**src/hdl/switch_ch_defines.svh**
```systemverilog
/*
 * Timing and structure constants for the switch channel output logic.
 * Assumes a single 10 MHz system clock; included by its bare name.
 */
`ifndef SWITCH_CH_DEFINES_SVH
`define SWITCH_CH_DEFINES_SVH

// ==========================================================================
// clock and timing
`define CLK_PERIOD_NS   32'h0000_0064
// field supply must hold a state this long before the warning may follow it
`define FIELD_MEAS_NS   32'h0000_03E8
`define FIELD_MEAS_CYC  ((`FIELD_MEAS_NS + `CLK_PERIOD_NS - 32'h0000_0001) / `CLK_PERIOD_NS)

// ==========================================================================
// structure
`define NUM_CH_DEF      32'h0000_0002

`endif

```
**src/hdl/switch_ch_pkg.sv**
```systemverilog
/*
 * Types shared by the switch channel output logic.
 * Assumes nothing beyond a SystemVerilog compiler.
 */
package switch_ch_pkg;

    // ======================================================================
    // field supply classification
    typedef enum logic [1:0] {
        FS_NP   = 2'b00,
        FS_WARN = 2'b01,
        FS_PWR  = 2'b10
    } field_state_t;

endpackage

```
**src/hdl/isolated_switch_channel_output_logic.sv**
```systemverilog
/*
 * Per-channel output decision logic of an isolated smart switch: drives
 * the switch outputs, status lamps, fault indicator and field supply
 * warning from host inputs, supply states and fault conditions.
 * Assumes all inputs are asynchronous pins or comparator levels that the
 * host and sensors hold at defined levels; open-drain outputs are
 * resolved to wires outside this module.
 */
`include "switch_ch_defines.svh"

// Contract
// - outputs use inputs, states and previous supply
// - outputs follow causes; high input means true
// - clean supply: on only if input and enable
// - classify field supply by two thresholds
// - unpowered field supply forces fault detected
// - fault clears itself when conditions clear
// - warning changes only after state persists
// - unpowered warning depends on previous state
// - over-temperature while on: no immediate shutdown
// - over-temperature while off: blocks turning on
// - over-voltage leaves switching behaviour unchanged
// - indicators active-low open-drain; fault undefined unpowered
module isolated_switch_channel_output_logic
    import switch_ch_pkg::*;
#(
    parameter int NUM_CH   = `NUM_CH_DEF,
    parameter int MEAS_CYC = `FIELD_MEAS_CYC
) (
    input  wire logic              SYS_CLK_I,
    input  wire logic              RST_I,
    input  wire logic [NUM_CH-1:0] CHANNEL_INPUT_I,
    input  wire logic              OUTPUT_ENABLE_I,
    input  wire logic              LOGIC_SUPPLY_OK_I,
    input  wire logic              FIELD_ABOVE_LOW_I,
    input  wire logic              FIELD_ABOVE_HIGH_I,
    input  wire logic              FAULT_COND_I,
    input  wire logic [NUM_CH-1:0] OVER_TEMP_I,
    input  wire logic [NUM_CH-1:0] OVER_VOLT_I,
    output logic      [NUM_CH-1:0] SWITCH_OUTPUT_O,
    output logic      [NUM_CH-1:0] STATUS_LAMP_N_O,
    output logic      [NUM_CH-1:0] STATUS_LAMP_N_OE_O,
    output logic                   FAULT_INDICATOR_N_O,
    output logic                   FAULT_INDICATOR_N_OE_O,
    output logic                   FIELD_SUPPLY_LOW_WARN_N_O,
    output logic                   FIELD_SUPPLY_LOW_WARN_N_OE_O
);

    generate
        if (NUM_CH < 1) begin : g_chk
            $error("switch channel logic: NUM_CH must be at least 1");
        end
    endgenerate

    // ======================================================================
    // input synchronisation
    localparam int SW = 3 * NUM_CH + 5;
    localparam int P_OT = NUM_CH;
    localparam int P_OV = 2 * NUM_CH;
    localparam int P_EN = 3 * NUM_CH;

    logic [SW-1:0]     pins_s;
    logic [NUM_CH-1:0] ch_s;
    logic [NUM_CH-1:0] ot_s;
    logic [NUM_CH-1:0] ov_s;
    logic              oe_s;
    logic              logic_ok_s;
    logic              above_low_s;
    logic              above_high_s;
    logic              fault_cond_s;

    // every pin shares one synchroniser so all of them see equal latency,
    // which keeps input and state changes aligned
    // limitation: a pin pulse seen at only one clock edge never reaches the logic
    pin_sync3 #(
        .W (SW)
    ) pin_sync3_i (
        .clk_i   (SYS_CLK_I),
        .rst_i   (RST_I),
        .pin_i   ({FAULT_COND_I, FIELD_ABOVE_HIGH_I, FIELD_ABOVE_LOW_I,
                   LOGIC_SUPPLY_OK_I, OUTPUT_ENABLE_I,
                   OVER_VOLT_I, OVER_TEMP_I, CHANNEL_INPUT_I}),
        .level_o (pins_s)
    );

    assign ch_s         = pins_s[NUM_CH-1:0];
    assign ot_s         = pins_s[P_OT +: NUM_CH];
    assign ov_s         = pins_s[P_OV +: NUM_CH];
    assign oe_s         = pins_s[P_EN];
    assign logic_ok_s   = pins_s[P_EN + 1];
    assign above_low_s  = pins_s[P_EN + 2];
    assign above_high_s = pins_s[P_EN + 3];
    assign fault_cond_s = pins_s[P_EN + 4];

    // ======================================================================
    // field supply state
    field_state_t fs_raw;
    field_state_t fs_cur;
    field_state_t fs_prev;

    field_supply_qual #(
        .MEAS_CYC (MEAS_CYC)
    ) field_supply_qual_i (
        .clk_i        (SYS_CLK_I),
        .rst_i        (RST_I),
        .above_low_i  (above_low_s),
        .above_high_i (above_high_s),
        .raw_o        (fs_raw),
        .cur_o        (fs_cur),
        .prev_o       (fs_prev)
    );

    // ======================================================================
    // decoding helpers
    function automatic logic warn_decode(field_state_t cur, field_state_t prev);
        // an unpowered supply keeps the warning only when it fell out of
        // the warning state
        case (cur)
            FS_WARN: warn_decode = 1'b1;
            FS_NP:   warn_decode = (prev == FS_WARN);
            FS_PWR:  warn_decode = 1'b0;
            default: warn_decode = 1'b0;
        endcase
    endfunction

    function automatic logic want_on(logic ch, logic en);
        // high on both pins is the true request
        want_on = ch & en;
    endfunction

    // ======================================================================
    // fault state
    logic field_np;
    logic fault_det;
    logic hard_fault;

    // the fault indicator is shared: a fault on any one channel asserts it,
    // so the host cannot tell from it which channel is hit
    assign field_np   = (fs_raw == FS_NP);
    // recomputed every cycle, so it drops once every cause is gone
    assign fault_det  = field_np | fault_cond_s | (|ot_s) | (|ov_s);
    // over-temperature and over-voltage are left out: over-temperature shapes the switching
    // decision below and feeds the fault indicator, and over-voltage only feeds the fault indicator
    assign hard_fault = field_np | fault_cond_s | ~logic_ok_s;

    // ======================================================================
    // output state
    typedef struct packed {
        logic [NUM_CH-1:0] sw;
        logic [NUM_CH-1:0] lamp;
        logic              fault_indicator_n;
        logic              warn;
    } out_state_t;

    out_state_t st_r;
    out_state_t st_nxt;

    always_comb begin
        st_nxt = st_r;
        for (int c = 0; c < NUM_CH; c++) begin
            // an over-temperature switch already on stays on; one that is
            // off may not come on
            st_nxt.sw[c] = want_on(ch_s[c], oe_s) & ~hard_fault
                         & (st_r.sw[c] | ~ot_s[c]);
        end
        // the lamp shows the true switch status
        st_nxt.lamp = st_nxt.sw;
        // unpowered logic side: indicator left released
        st_nxt.fault_indicator_n  = logic_ok_s & fault_det;
        st_nxt.warn = logic_ok_s & warn_decode(fs_cur, fs_prev);
    end

    always_ff @(posedge SYS_CLK_I or posedge RST_I) begin
        if (RST_I) begin
            st_r <= '0;
        end else begin
            st_r <= st_nxt;
        end
    end

    // ======================================================================
    // pins: open-drain indicators pull low while asserted
    assign SWITCH_OUTPUT_O              = st_r.sw;
    assign STATUS_LAMP_N_O              = '0;
    assign STATUS_LAMP_N_OE_O           = st_r.lamp;
    assign FAULT_INDICATOR_N_O          = 1'b0;
    assign FAULT_INDICATOR_N_OE_O       = st_r.fault_indicator_n;
    assign FIELD_SUPPLY_LOW_WARN_N_O    = 1'b0;
    assign FIELD_SUPPLY_LOW_WARN_N_OE_O = st_r.warn;

    logic clean0;
    assign clean0 = logic_ok_s & ~field_np & ~fault_cond_s & ~ot_s[0];

    // ======================================================================
    // per-channel checks: the switching properties above, save np_off_a and logic_off_a, watch channel 0 only; these
    // repeat the switching rules on every channel, so a fault confined to a
    // higher channel index cannot slip through
    generate
        for (genvar g = 0; g < NUM_CH; g++) begin : g_ch_chk
            logic clean_g;

            // no hard fault and no over-temperature on this channel
            assign clean_g = logic_ok_s & ~field_np & ~fault_cond_s & ~ot_s[g];

        end
    endgenerate
endmodule

```
**src/hdl/pin_sync3.sv**
```systemverilog
/*
 * Three-stage pin synchroniser with agreement filter.
 * Assumes asynchronous inputs held at defined levels by the far side.
 */
module pin_sync3 #(
    parameter int W = 1
) (
    input  wire logic         clk_i,
    input  wire logic         rst_i,
    input  wire logic [W-1:0] pin_i,
    output logic      [W-1:0] level_o
);

    generate
        if (W < 1) begin : g_chk
            $error("pin_sync3: W must be at least 1");
        end
    endgenerate

    // ======================================================================
    // state
    typedef struct packed {
        logic [W-1:0] s1;
        logic [W-1:0] s2;
        logic [W-1:0] s3;
        logic [W-1:0] stable;
    } sync_state_t;

    sync_state_t st_r;
    sync_state_t st_nxt;

    // a change is taken only once stages two and three agree
    always_comb begin
        st_nxt        = st_r;
        st_nxt.s1     = pin_i;
        st_nxt.s2     = st_r.s1;
        st_nxt.s3     = st_r.s2;
        st_nxt.stable = (~(st_r.s2 ^ st_r.s3) & st_r.s3)
                      | ((st_r.s2 ^ st_r.s3) & st_r.stable);
    end

    always_ff @(posedge clk_i or posedge rst_i) begin
        if (rst_i) begin
            st_r <= '0;
        end else begin
            st_r <= st_nxt;
        end
    end

    assign level_o = st_r.stable;

endmodule

```
**src/hdl/field_supply_qual.sv**
```systemverilog
/*
 * Field supply classifier and persistence qualifier.
 * Assumes synchronised comparator levels for the two supply thresholds.
 */
`include "switch_ch_defines.svh"

module field_supply_qual
    import switch_ch_pkg::*;
#(
    parameter int MEAS_CYC = `FIELD_MEAS_CYC
) (
    input  wire logic   clk_i,
    input  wire logic   rst_i,
    input  wire logic   above_low_i,
    input  wire logic   above_high_i,
    output field_state_t raw_o,
    output field_state_t cur_o,
    output field_state_t prev_o
);

    localparam int CW = $clog2(MEAS_CYC + 1);
    localparam logic [CW-1:0] LAST = CW'(MEAS_CYC - 1);

    generate
        if (MEAS_CYC < 1) begin : g_chk
            $error("field_supply_qual: MEAS_CYC must be at least 1");
        end
    endgenerate

    // ======================================================================
    // state
    typedef struct packed {
        field_state_t  cand;
        logic [CW-1:0] cnt;
        field_state_t  cur;
        field_state_t  prev;
    } qual_state_t;

    qual_state_t  st_r;
    qual_state_t  st_nxt;
    field_state_t raw;

    // classification by the two thresholds
    always_comb begin
        if (!above_low_i) begin
            raw = FS_NP;
        end else if (!above_high_i) begin
            raw = FS_WARN;
        end else begin
            raw = FS_PWR;
        end
    end

    // a new state is committed only after it held for MEAS_CYC cycles;
    // a shorter excursion restarts the count and leaves cur alone
    always_comb begin
        st_nxt = st_r;
        if (raw != st_r.cand) begin
            st_nxt.cand = raw;
            st_nxt.cnt  = '0;
        end else if (st_r.cnt != LAST) begin
            st_nxt.cnt = st_r.cnt + CW'(1);
        end else if (raw != st_r.cur) begin
            st_nxt.prev = st_r.cur; // one-step history
            st_nxt.cur  = raw;
        end
    end

    always_ff @(posedge clk_i or posedge rst_i) begin
        if (rst_i) begin
            st_r <= '{cand: FS_NP, cnt: '0, cur: FS_NP, prev: FS_NP};
        end else begin
            st_r <= st_nxt;
        end
    end

    assign raw_o  = raw;
    assign cur_o  = st_r.cur;
    assign prev_o = st_r.prev;
endmodule

```
**config.mk**
```make
export PLATFORM = sky130hd
export DESIGN_NAME = isolated_switch_channel_output_logic
export DESIGN_NICKNAME = d
export VERILOG_FILES = /design/src/hdl/switch_ch_pkg.sv /design/src/hdl/isolated_switch_channel_output_logic.sv /design/src/hdl/pin_sync3.sv /design/src/hdl/field_supply_qual.sv
export VERILOG_INCLUDE_DIRS = /design/src /design/src/hdl
export SDC_FILE = /design/constraint.sdc
export NUM_CORES = 1
export LEC_CHECK = 0
export BUFFER_PORTS_ARGS = -buffer_cell sky130_fd_sc_hd__buf_2
export CAP_MARGIN = 20
export CELL_PAD_IN_SITES_DETAIL_PLACEMENT = 1
export CELL_PAD_IN_SITES_GLOBAL_PLACEMENT = 1
export CORE_UTILIZATION = 45
export DETAILED_ROUTE_END_ITERATION = 12
export GPL_TIMING_DRIVEN = 0
export PLACE_DENSITY = 0.86
export RECOVER_POWER = 50
export SLEW_MARGIN = 25
export SYNTH_ARGS = -nofsm -noshare
export SYNTH_HDL_FRONTEND = slang
export SYNTH_HIERARCHICAL = 1
export SYNTH_SLANG_ARGS = --single-unit
```
**constraint.sdc**
```tcl
create_clock -name SYS_CLK_I -period 3.15 [get_ports SYS_CLK_I]
set_clock_uncertainty 0.15 [all_clocks]
set_input_delay 0.1575 -clock SYS_CLK_I [delete_from_list [all_inputs] [get_ports SYS_CLK_I]]
set_output_delay 0.1575 -clock SYS_CLK_I [all_outputs]
set_load 0.1 [all_outputs]
```
==> impl_metrics.ini, run 1 <==
[drt]
drc = 0
met3_wirelength_um = 117
via_per_inst = 4.71
drtAntennaViolNets = 0
drtPass1Iterations = 4
drt_iter0_drc = 19
wl_um = 3640
num_vias = 1120
top_layer_used = met4
wl_met1_um = 1420
met2_length_um = 2040
wl_per_cell_um = 15.3

[min_path]
hold_class = primary input to async pin

[timing]
rsz0062_at_grt = no
drv_slew = 0
max_freq_mhz = 498
fin_setup_tns_ns = 0
hold_viol_final = 0
fin_ws_ns = 1.14
finalCriticalPeriod_ns = 2.01
setup_viol = 0
fin_crit_sh_pct = 63.8

[outcome]
status = complete, no violations

[floorplanning]
core_sq_mm = 0.00441
initial_core_util_pct = 47.1
fp.dieW_um = 70
ioPinCount = 23
die_h_um = 70
num_rows = 24
design.die.area_sq_mm = 0.00490

[finish]
finalNetCount = 197
diodes = 0
final_common_cell = dfrtp_1
layout_common_cells = dfrtp_1 (58), buf_4 (21), buf_2 (17), dlygate4sd3_1 (12), maj3_2 (11)
layout-drive-gt1-share_pct = 38.2
stdcell_count = 238
fin_util_pct = 58.2
fin_area_sq_mm = 0.00257
area_growth_pct = 23.6

[logic_synthesis]
synth_cell_type_count = 31
synthCells = 137
yosysWarningCount = 6
synth_area_sq_mm = 0.00208
avgSynthCellArea_sq_um = 15.2
synth-seq-cells = 58
synth_seq_area_share_pct = 69.8

[setup_path]
path_cells = buf_4, and2_2, a311oi_4, a2111o_1, mux2_1
required_ns = 3.20
critPathLaunchType = register
end_kind = register
worstPathMaxFanout = 8
cp_slowest_cell = a311oi_4
worstSetupPathType = register to register
cp.arrival_ns = 2.06
critical-path-max-stage-delay_ns = 0.42

[place]
dp_hpwl_um = 2330
post_dp_cell_area_sq_mm = 0.00227
post-place-ws_ns = 1.15
port_buffers = 18
gp_congestion = 0.717
place_inst = 211

[global_route]
grt_pass1_wl_um = 6380
overflow = 0
antenna_found_initial = 0
grt_pass1_vias = 1317
grt_usage_pct = 18.2
grt_max_degree = 38

[power]
p_leak_nw = 1.25
cellPowerDensity_mw_per_mm2 = 637
peakVddDrop_mv = 0.322

[cts]
clkLatencyLatePin_ns = 0.33
cts_tree = built
clock_sinks = 58
cts_buffer_depth = 2
ctsRootBufferMaster = clkbuf_8
cts_made_buffers = 9
htreeDepth = 3
clkTransAtPathRegs_ns = 0.06
postCtsSetupRepairBufs = 0

[flow_run]
cap_violations = 0
[final cells by class]
type	instances	area, sq um
plain buffers	21	158
flip-flops and latches	58	1450
fillers	443	1840
well taps	52	65.1
repair buffers	31	229
clock buffers	12	145
multi-input cells	54	457
inverters	7	26.3
clock inverters	3	40.0
[worst max-delay path: cells and delay by family, from the launching register on]
family | cells | cell delay [ns]
simple gates | 1 | 0.22
compound gates | 2 | 0.62
flops | 1 | 0.39
mux | 1 | 0.34
buf+inv | 1 | 0.16
[synthesized netlist by cell type, drive strengths merged]
cell	instances	area share (%)
a2111o	1	0.54
a211oi	1	0.36
a311oi	1	1.3
and2	2	0.72
and2b	2	0.78
and4bb	1	0.60
buf	21	7.6
conb	1	0.18
dfrtp	58	70
ha	2	1.2
inv	7	1.3
maj3	11	6.0
mux2	4	2.2
nand2	2	0.36
nand3	2	0.48
nand3b	1	0.36
nor2	5	0.90
nor2b	3	1.0
nor3	1	0.24
nor3b	1	0.36
nor4b	2	0.84
o211a	1	0.48
o21a	1	0.36
o21ai	1	0.24
o21bai	1	0.36
or4	1	0.36
xnor2	1	0.42
xor2	2	0.84
[what timing repair did]
item	4_1_cts	5_1_grt
endpoints found under the setup margin	0	0
hold buffers	12	0
endpoints found under the hold margin	69	0
gates resized for setup	0	0
[per-layer routing]
metal | vias up | GRT usage, %
li1 | 518 | -
met1 | 577 | 19.5
met2 | 19 | 31.8
met3 | 6 | 7.79
met4 | 0 | 6.67
met5 | - | 0
[through the flow]
stage | hold slack, ns | total power [mW]
2_1_floorplan | -0.226 | 0.953
3_3_place_gp | -0.0843 | 0.975
3_5_place_dp | -0.0657 | 0.993
4_1_cts | 0.126 | 1.66
5_1_grt | 0.152 | 1.72
6_report | 0.123 | 1.64
[power by group]
| part | internal, mW | switching [mW] |
|---|---|---|
| clock network | 0.380 | 0.267 |
| registers | 0.791 | 0.0304 |
| logic | 0.0752 | 0.0930 |
[cell families (layout without fill, tap and decap cells)]
family | Yosys count | after routing | synth area share (%)
XOR/XNOR | 3 | 3 | 1.26
flip-flops | 58 | 58 | 69.8
adder cells (fa/ha/maj) | 13 | 13 | 7.16
AND/OR/NAND/NOR | 23 | 23 | 7.04
AO/OA/AOI/OAI | 7 | 7 | 3.61
buffers and inverters | 28 | 74 | 8.84
other | 1 | 4 | 0.180
multiplexers | 4 | 4 | 2.16
[path summary, 6_finish.rpt]
check / start / to / slack (ns) / cells past startpoint
max: register / field_supply_qual_i/prev_o[0] / 1.14 / 5
min in group SYS_CLK_I: pin_sync3_i/st_nxt[24] / pin_sync3_i/st_nxt[13] / 0.19 / 0
max in group asynchronous: RST_I / pin_sync3_i/st_r[19] / 2.15 / 4
min reg2reg: pin_sync3_i/st_nxt[24] / pin_sync3_i/st_nxt[13] / 0.19 / 0
min: RST_I / STATUS_LAMP_N_OE_O[0] / 0.12 / 3
max reg2reg: register / field_supply_qual_i/prev_o[0] / 1.14 / 5
Note: power is estimated with default switching activity, not from simulation.
==> inputs of run 2 (changes only) <==
Settings changed: ABC_AREA set to 1, CORE_UTILIZATION 45 to 41.
Clock period 3.15 ns to 1.6 ns, I/O delays scaled along.
==> impl_metrics.ini, run 2 <==
[logic_synthesis]
synth_edf_count = 0
yosysWarningCount = 6
synth_cell_type_count = 19
synth_area_sq_mm = 0.00219
synth-seq-cells = 58
async_reset_ff_share_pct = 100
yosysMostFrequentCell = dfrtp_1
synth_seq_area_share_pct = 66.4
synth_top_area_cell = dfrtp_1
synth_area_leaders = dfrtp_1 (66%), buf_4 (7.2%), inv_1 (5.5%)
netlist.area_leader.share_pct = 66.4
synth-main-ff-cell = dfrtp_1
avgSynthCellArea_sq_um = 10.7
synthCells = 204
synth_common_cells = dfrtp_1 (58), inv_1 (32), nand2_1 (30)

[finish]
register_area_sq_mm = 0.00145
finalNetCount = 264
multi_input_area_sq_um = 478
area_growth_pct = 24.3
stdcell_count = 322
layout_common_cells = dfrtp_1 (58), inv_1 (30), nand2_1 (28), nor2_1 (23), buf_4 (21)
layout-drive-gt1-share_pct = 25.0
final_common_cell = dfrtp_1
fin_area_sq_mm = 0.00272
fillerInstances = 585
diodes = 0

[floorplanning]
die_h_um = 75.0
fp.dieW_um = 75.0
num_rows = 26
initial_core_util_pct = 42.8
ioPinCount = 23
core_sq_mm = 0.00511
design.die.area_sq_mm = 0.00563

[place]
post_dp_cell_area_sq_mm = 0.00239
post-place-ws_ns = 0.0994
port_buffers = 18
dp_hpwl_um = 2520
gp_congestion = 0.701
place_inst = 296

[power]
cellPowerDensity_mw_per_mm2 = 1220
p_leak_nw = 1.38
finalPower_mw = 3.32
peakVddDrop_mv = 0.854

[setup_path]
cp_slowest_cell = buf_2
required_ns = 1.37
path_delay_family = buffers and inverters
path_cells = buf_4, buf_2
end_kind = primary output
worstPathMaxFanout = 3
cp.arrival_ns = 1.25
critPathLaunchType = register
cp_num_buf_inv = 2
worstSetupPathType = register to primary output
critical-path-max-stage-delay_ns = 0.41

[cts]
clock_sinks = 58
clkLatencyLatePin_ns = 0.33
cts_tree = built
htreeDepth = 3
clkTransAtPathRegs_ns = 0.06
cts_buffer_depth = 2
cts_made_buffers = 9
ctsRootBufferMaster = clkbuf_8
postCtsSetupRepairBufs = 0

[timing]
drv_slew = 0
max_freq_mhz = 675
rsz0062_at_grt = no
setup_viol = 0
fin_crit_sh_pct = 92.6
fin_ws_ns = 0.119
hold_viol_final = 0
finalCriticalPeriod_ns = 1.48

[drt]
drtAntennaViolNets = 0
wl_um = 3730
wl_per_cell_um = 11.6
via_per_inst = 4.37
drtPass1Iterations = 4
drc = 0
num_vias = 1407
drt_iter0_drc = 40

[min_path]
hold_class = primary input to async pin

[global_route]
grt_max_degree = 35
antenna_found_initial = 0
grt_pass1_vias = 1524
overflow = 0
grt_pass1_wl_um = 6800
grt_usage_pct = 17.1

[flow_run]
cap_violations = 0

[outcome]
status = complete, no violations
run 2: stage by stage:
stage / setup TNS [ns] / hold WS (ns) / util (%)
final: 0 / 0.0354 / 53.2
after global routing: 0 / 0.0545 / 53.2
after CTS: 0 / 0.0416 / 53.0
after detailed placement: 0 / -0.154 / 46.9
after global placement: -8.04 / -0.163 / 46.5
after floorplan: 0 / -0.304 / -
run 2: cell type report:
cell class / instances / share of cell area (%)
multi-input combinational: 96 / 17.6
clock inverter: 2 / 1.38
clock buffer: 12 / 5.71
sequential: 58 / 53.4
tap: 70 / 3.22
buffer: 21 / 5.80
timing repair buffer: 31 / 8.43
inverter: 32 / 4.42
run 2: what timing repair did:
action,4_1_cts,5_1_grt
hold endpoints to repair,69,0
setup endpoints to repair,0,3
resized for setup,0,5
hold buffers,12,0
run 2: tightest hold or removal path, delay by kind of cell:
| family | cells | cell delay [ns] |
|---|---|---|
| buffers and inverters | 3 | 0.80 |
run 2: cells by family after synthesis:
| group | count (synthesis) | share of synthesized area [%] |
|---|---|---|
| buffers and inverters | 53 | 12.7 |
| adder cells (fa/ha/maj) | 2 | 1.14 |
| AND/OR/NAND/NOR | 69 | 13.9 |
| AO/OA/AOI/OAI | 18 | 4.46 |
| flip-flops | 58 | 66.4 |
| XOR/XNOR | 3 | 1.20 |
| other | 1 | 0.172 |
run 2: where the power goes:
part / leakage (nW) / internal, mW / switching (mW)
Sequential: 0.706 / 1.56 / 0.0659
Clock: 0.0946 / 0.787 / 0.522
Combinational: 0.581 / 0.150 / 0.234
Total: 1.38 / 2.50 / 0.822
run 2: layer usage:
metal | track usage [%] | routed length, um | vias up
met5 | 0 | 0 | -
met4 | 9.43 | 66 | 0
li1 | - | - | 682
met2 | 29.0 | 1960 | 17
met1 | 19.5 | 1610 | 701
met3 | 4.82 | 103 | 7
run 2: path summary, 6_finish.rpt:
check | to | cells past startpoint | slack, ns | from
max | SWITCH_OUTPUT_O[1] | 2 | 0.12 | STATUS_LAMP_N_OE_O[1]
min | FAULT_INDICATOR_N_OE_O | 3 | 0.04 | RST_I
max reg2reg | field_supply_qual_i/prev_o[0] | 7 | 0.16 | field_supply_qual_i/st_r[5]
min reg2reg | pin_sync3_i/st_nxt[20] | 0 | 0.20 | pin_sync3_i/st_nxt[31]
max in group asynchronous | async pin | 4 | 0.59 | RST_I
min in group SYS_CLK_I | pin_sync3_i/st_nxt[20] | 0 | 0.20 | pin_sync3_i/st_nxt[31]
==> inputs of run 3 (changes only) <==
Settings changed: CORE_MARGIN set to 2, CORE_UTILIZATION 41 to 45, PLACE_DENSITY 0.86 to 0.89.
Clock period 1.6 ns to 1.7 ns, I/O delays scaled along.
==> impl_metrics.ini, run 3 (synthesis results as in run 2) <==
[global_route]
grt_usage_pct = 19.0
grt_pass1_vias = 1599
grt_pass1_wl_um = 7320
grt_max_degree = 24
overflow = 0
antenna_found_initial = 0

[drt]
wl_per_cell_um = 14.2
drt_iter0_drc = 64
drtAntennaViolNets = 0
via_per_inst = 4.67
wl_um = 4390
drc = 0
num_vias = 1438
drtPass1Iterations = 4

[floorplanning]
num_rows = 25
ioPinCount = 23
die_h_um = 73.7
fp.dieW_um = 73.7
design.die.area_sq_mm = 0.00543
core_sq_mm = 0.00469
initial_core_util_pct = 46.6

[finish]
stdcell_count = 308
area_growth_pct = 25.2
layout-drive-gt1-share_pct = 23.6
final_common_cell = dfrtp_1
fillerInstances = 514
diodes = 0
fin_util_pct = 58.3
finalNetCount = 264
layout_common_cells = dfrtp_1 (58), inv_1 (32), nand2_1 (30), nor2_1 (23), buf_4 (21)

[timing]
max_slew.worst_pin.slew_ns = 0.912
slew_headroom_pct = 39.2
finalCriticalPeriod_ns = 1.57
fin_ws_ns = 0.132
fin_crit_sh_pct = 92.2
max_freq_mhz = 638
whs_ns = 0.0637
setup_viol = 0
drv_slew = 0
rsz0062_at_grt = no
hold_viol_final = 0
fin_setup_tns_ns = 0

[place]
post-place-ws_ns = 0.194
dp_hpwl_um = 2990
place_inst = 280
port_buffers = 18
gp_congestion = 0.715

[power]
peakVddDrop_mv = 0.826
p_clk_share_pct = 43.8
pwr-share-comb_pct = 10.9
cellPowerDensity_mw_per_mm2 = 1240
switching_share_pct = 24.6
seqPwrFrac_pct = 45.3
p_sw_uw = 833
p_int_mw = 2.55
p_leak_nw = 1.41

[setup_path]
reg2reg_slack_ns = 0.13
timing.rr.end = field_supply_qual_i/st_r[5]
end_kind = register
cp.arrival_ns = 1.64
required_ns = 1.77
worstSetupPathType = register to register
ff2ff_path_depth = 9
worstPathMaxFanout = 5
critPathLaunchType = register

[cts]
clkLatencyLatePin_ns = 0.34
cts_buffer_depth = 2
clkTransAtPathRegs_ns = 0.07
htreeDepth = 3
clock_sinks = 58
ctsRootBufferMaster = clkbuf_8
cts_made_buffers = 9
cts_tree = built
cts_resized = 0

[flow_run]
cap_violations = 0

[outcome]
status = complete, no violations

[min_path]
hold_class = primary input to async pin
==> run 3: layout make-up <==
cell class | instances | area [sq um] | share of cell area [%]
Timing Repair Buffer | 31 | 235 | 8.59
Clock buffer | 12 | 165 | 6.03
Tap cell | 54 | 67.6 | 2.47
Inverter | 32 | 120 | 4.39
Clock inverter | 4 | 72.6 | 2.65
Sequential cell | 58 | 1450 | 53.0
Buffer | 21 | 158 | 5.76
Multi-Input combinational cell | 96 | 468 | 17.1
==> run 3: how the worst max path moves through the flow <==
stage,start,end,slack (ns),cells past startpoint
2_1_floorplan,STATUS_LAMP_N_OE_O[0],SWITCH_OUTPUT_O[0],0.13,1
3_3_place_gp,RST_I,pin_sync3_i/st_nxt[27],-0.11,2
3_5_place_dp,field_supply_qual_i/st_r[5],field_supply_qual_i/prev_o[0],0.19,8
4_1_cts,register,field_supply_qual_i/prev_o[0],0.12,9
5_1_grt,register,field_supply_qual_i/st_r[5],0.001,9
6_report,register,field_supply_qual_i/st_r[5],0.13,9
==> run 3: power groups by stage <==
stage                     logic, mW  registers (mW)  clock network, mW
after floorplan               0.246            1.56                  0
final                         0.369            1.53               1.48
after global placement        0.317            1.55                  0
after global routing          0.413            1.55               1.56
after detailed placement      0.350            1.56                  0
after CTS                     0.376            1.54               1.52
==> run 3: repair_timing <==
| action | in CTS | in global routing |
|---|---|---|
| hold buffers | 12 | 0 |
| endpoints found under the hold margin | 46 | 0 |
| buffers inserted | 0 | 0 |
==> run 3: worst max-delay path: stages, from the launching register on <==
cell and delay (ns):
dfrtp_1 0.40, buf_4 0.16, inv_1 0.12, nand2_2 0.11
nand2_1 0.10, nand2_2 0.08, nand2_1 0.13, nor2_1 0.06
nand2_1 0.06, o21ai_0 0.07
==> run 3: per-stage QoR <==
| step | power, mW | area [sq um] |
|---|---|---|
| 6_report | 3.39 | 2740 |
| 5_1_grt | 3.52 | 2740 |
| 4_1_cts | 3.43 | 2740 |
| 3_5_place_dp | 1.91 | 2380 |
| 3_3_place_gp | 1.86 | 2350 |
| 2_1_floorplan | 1.81 | 2200 |
==> run 3: per-layer routing <==
metal  track usage (%)  up-vias  part of all wire (%)
li1                  -      680                     -
met3              5.21       13                   2.9
met5                 0        -                     0
met4              11.7        0                   2.7
met1              19.3      723                    38
met2              34.1       22                    57
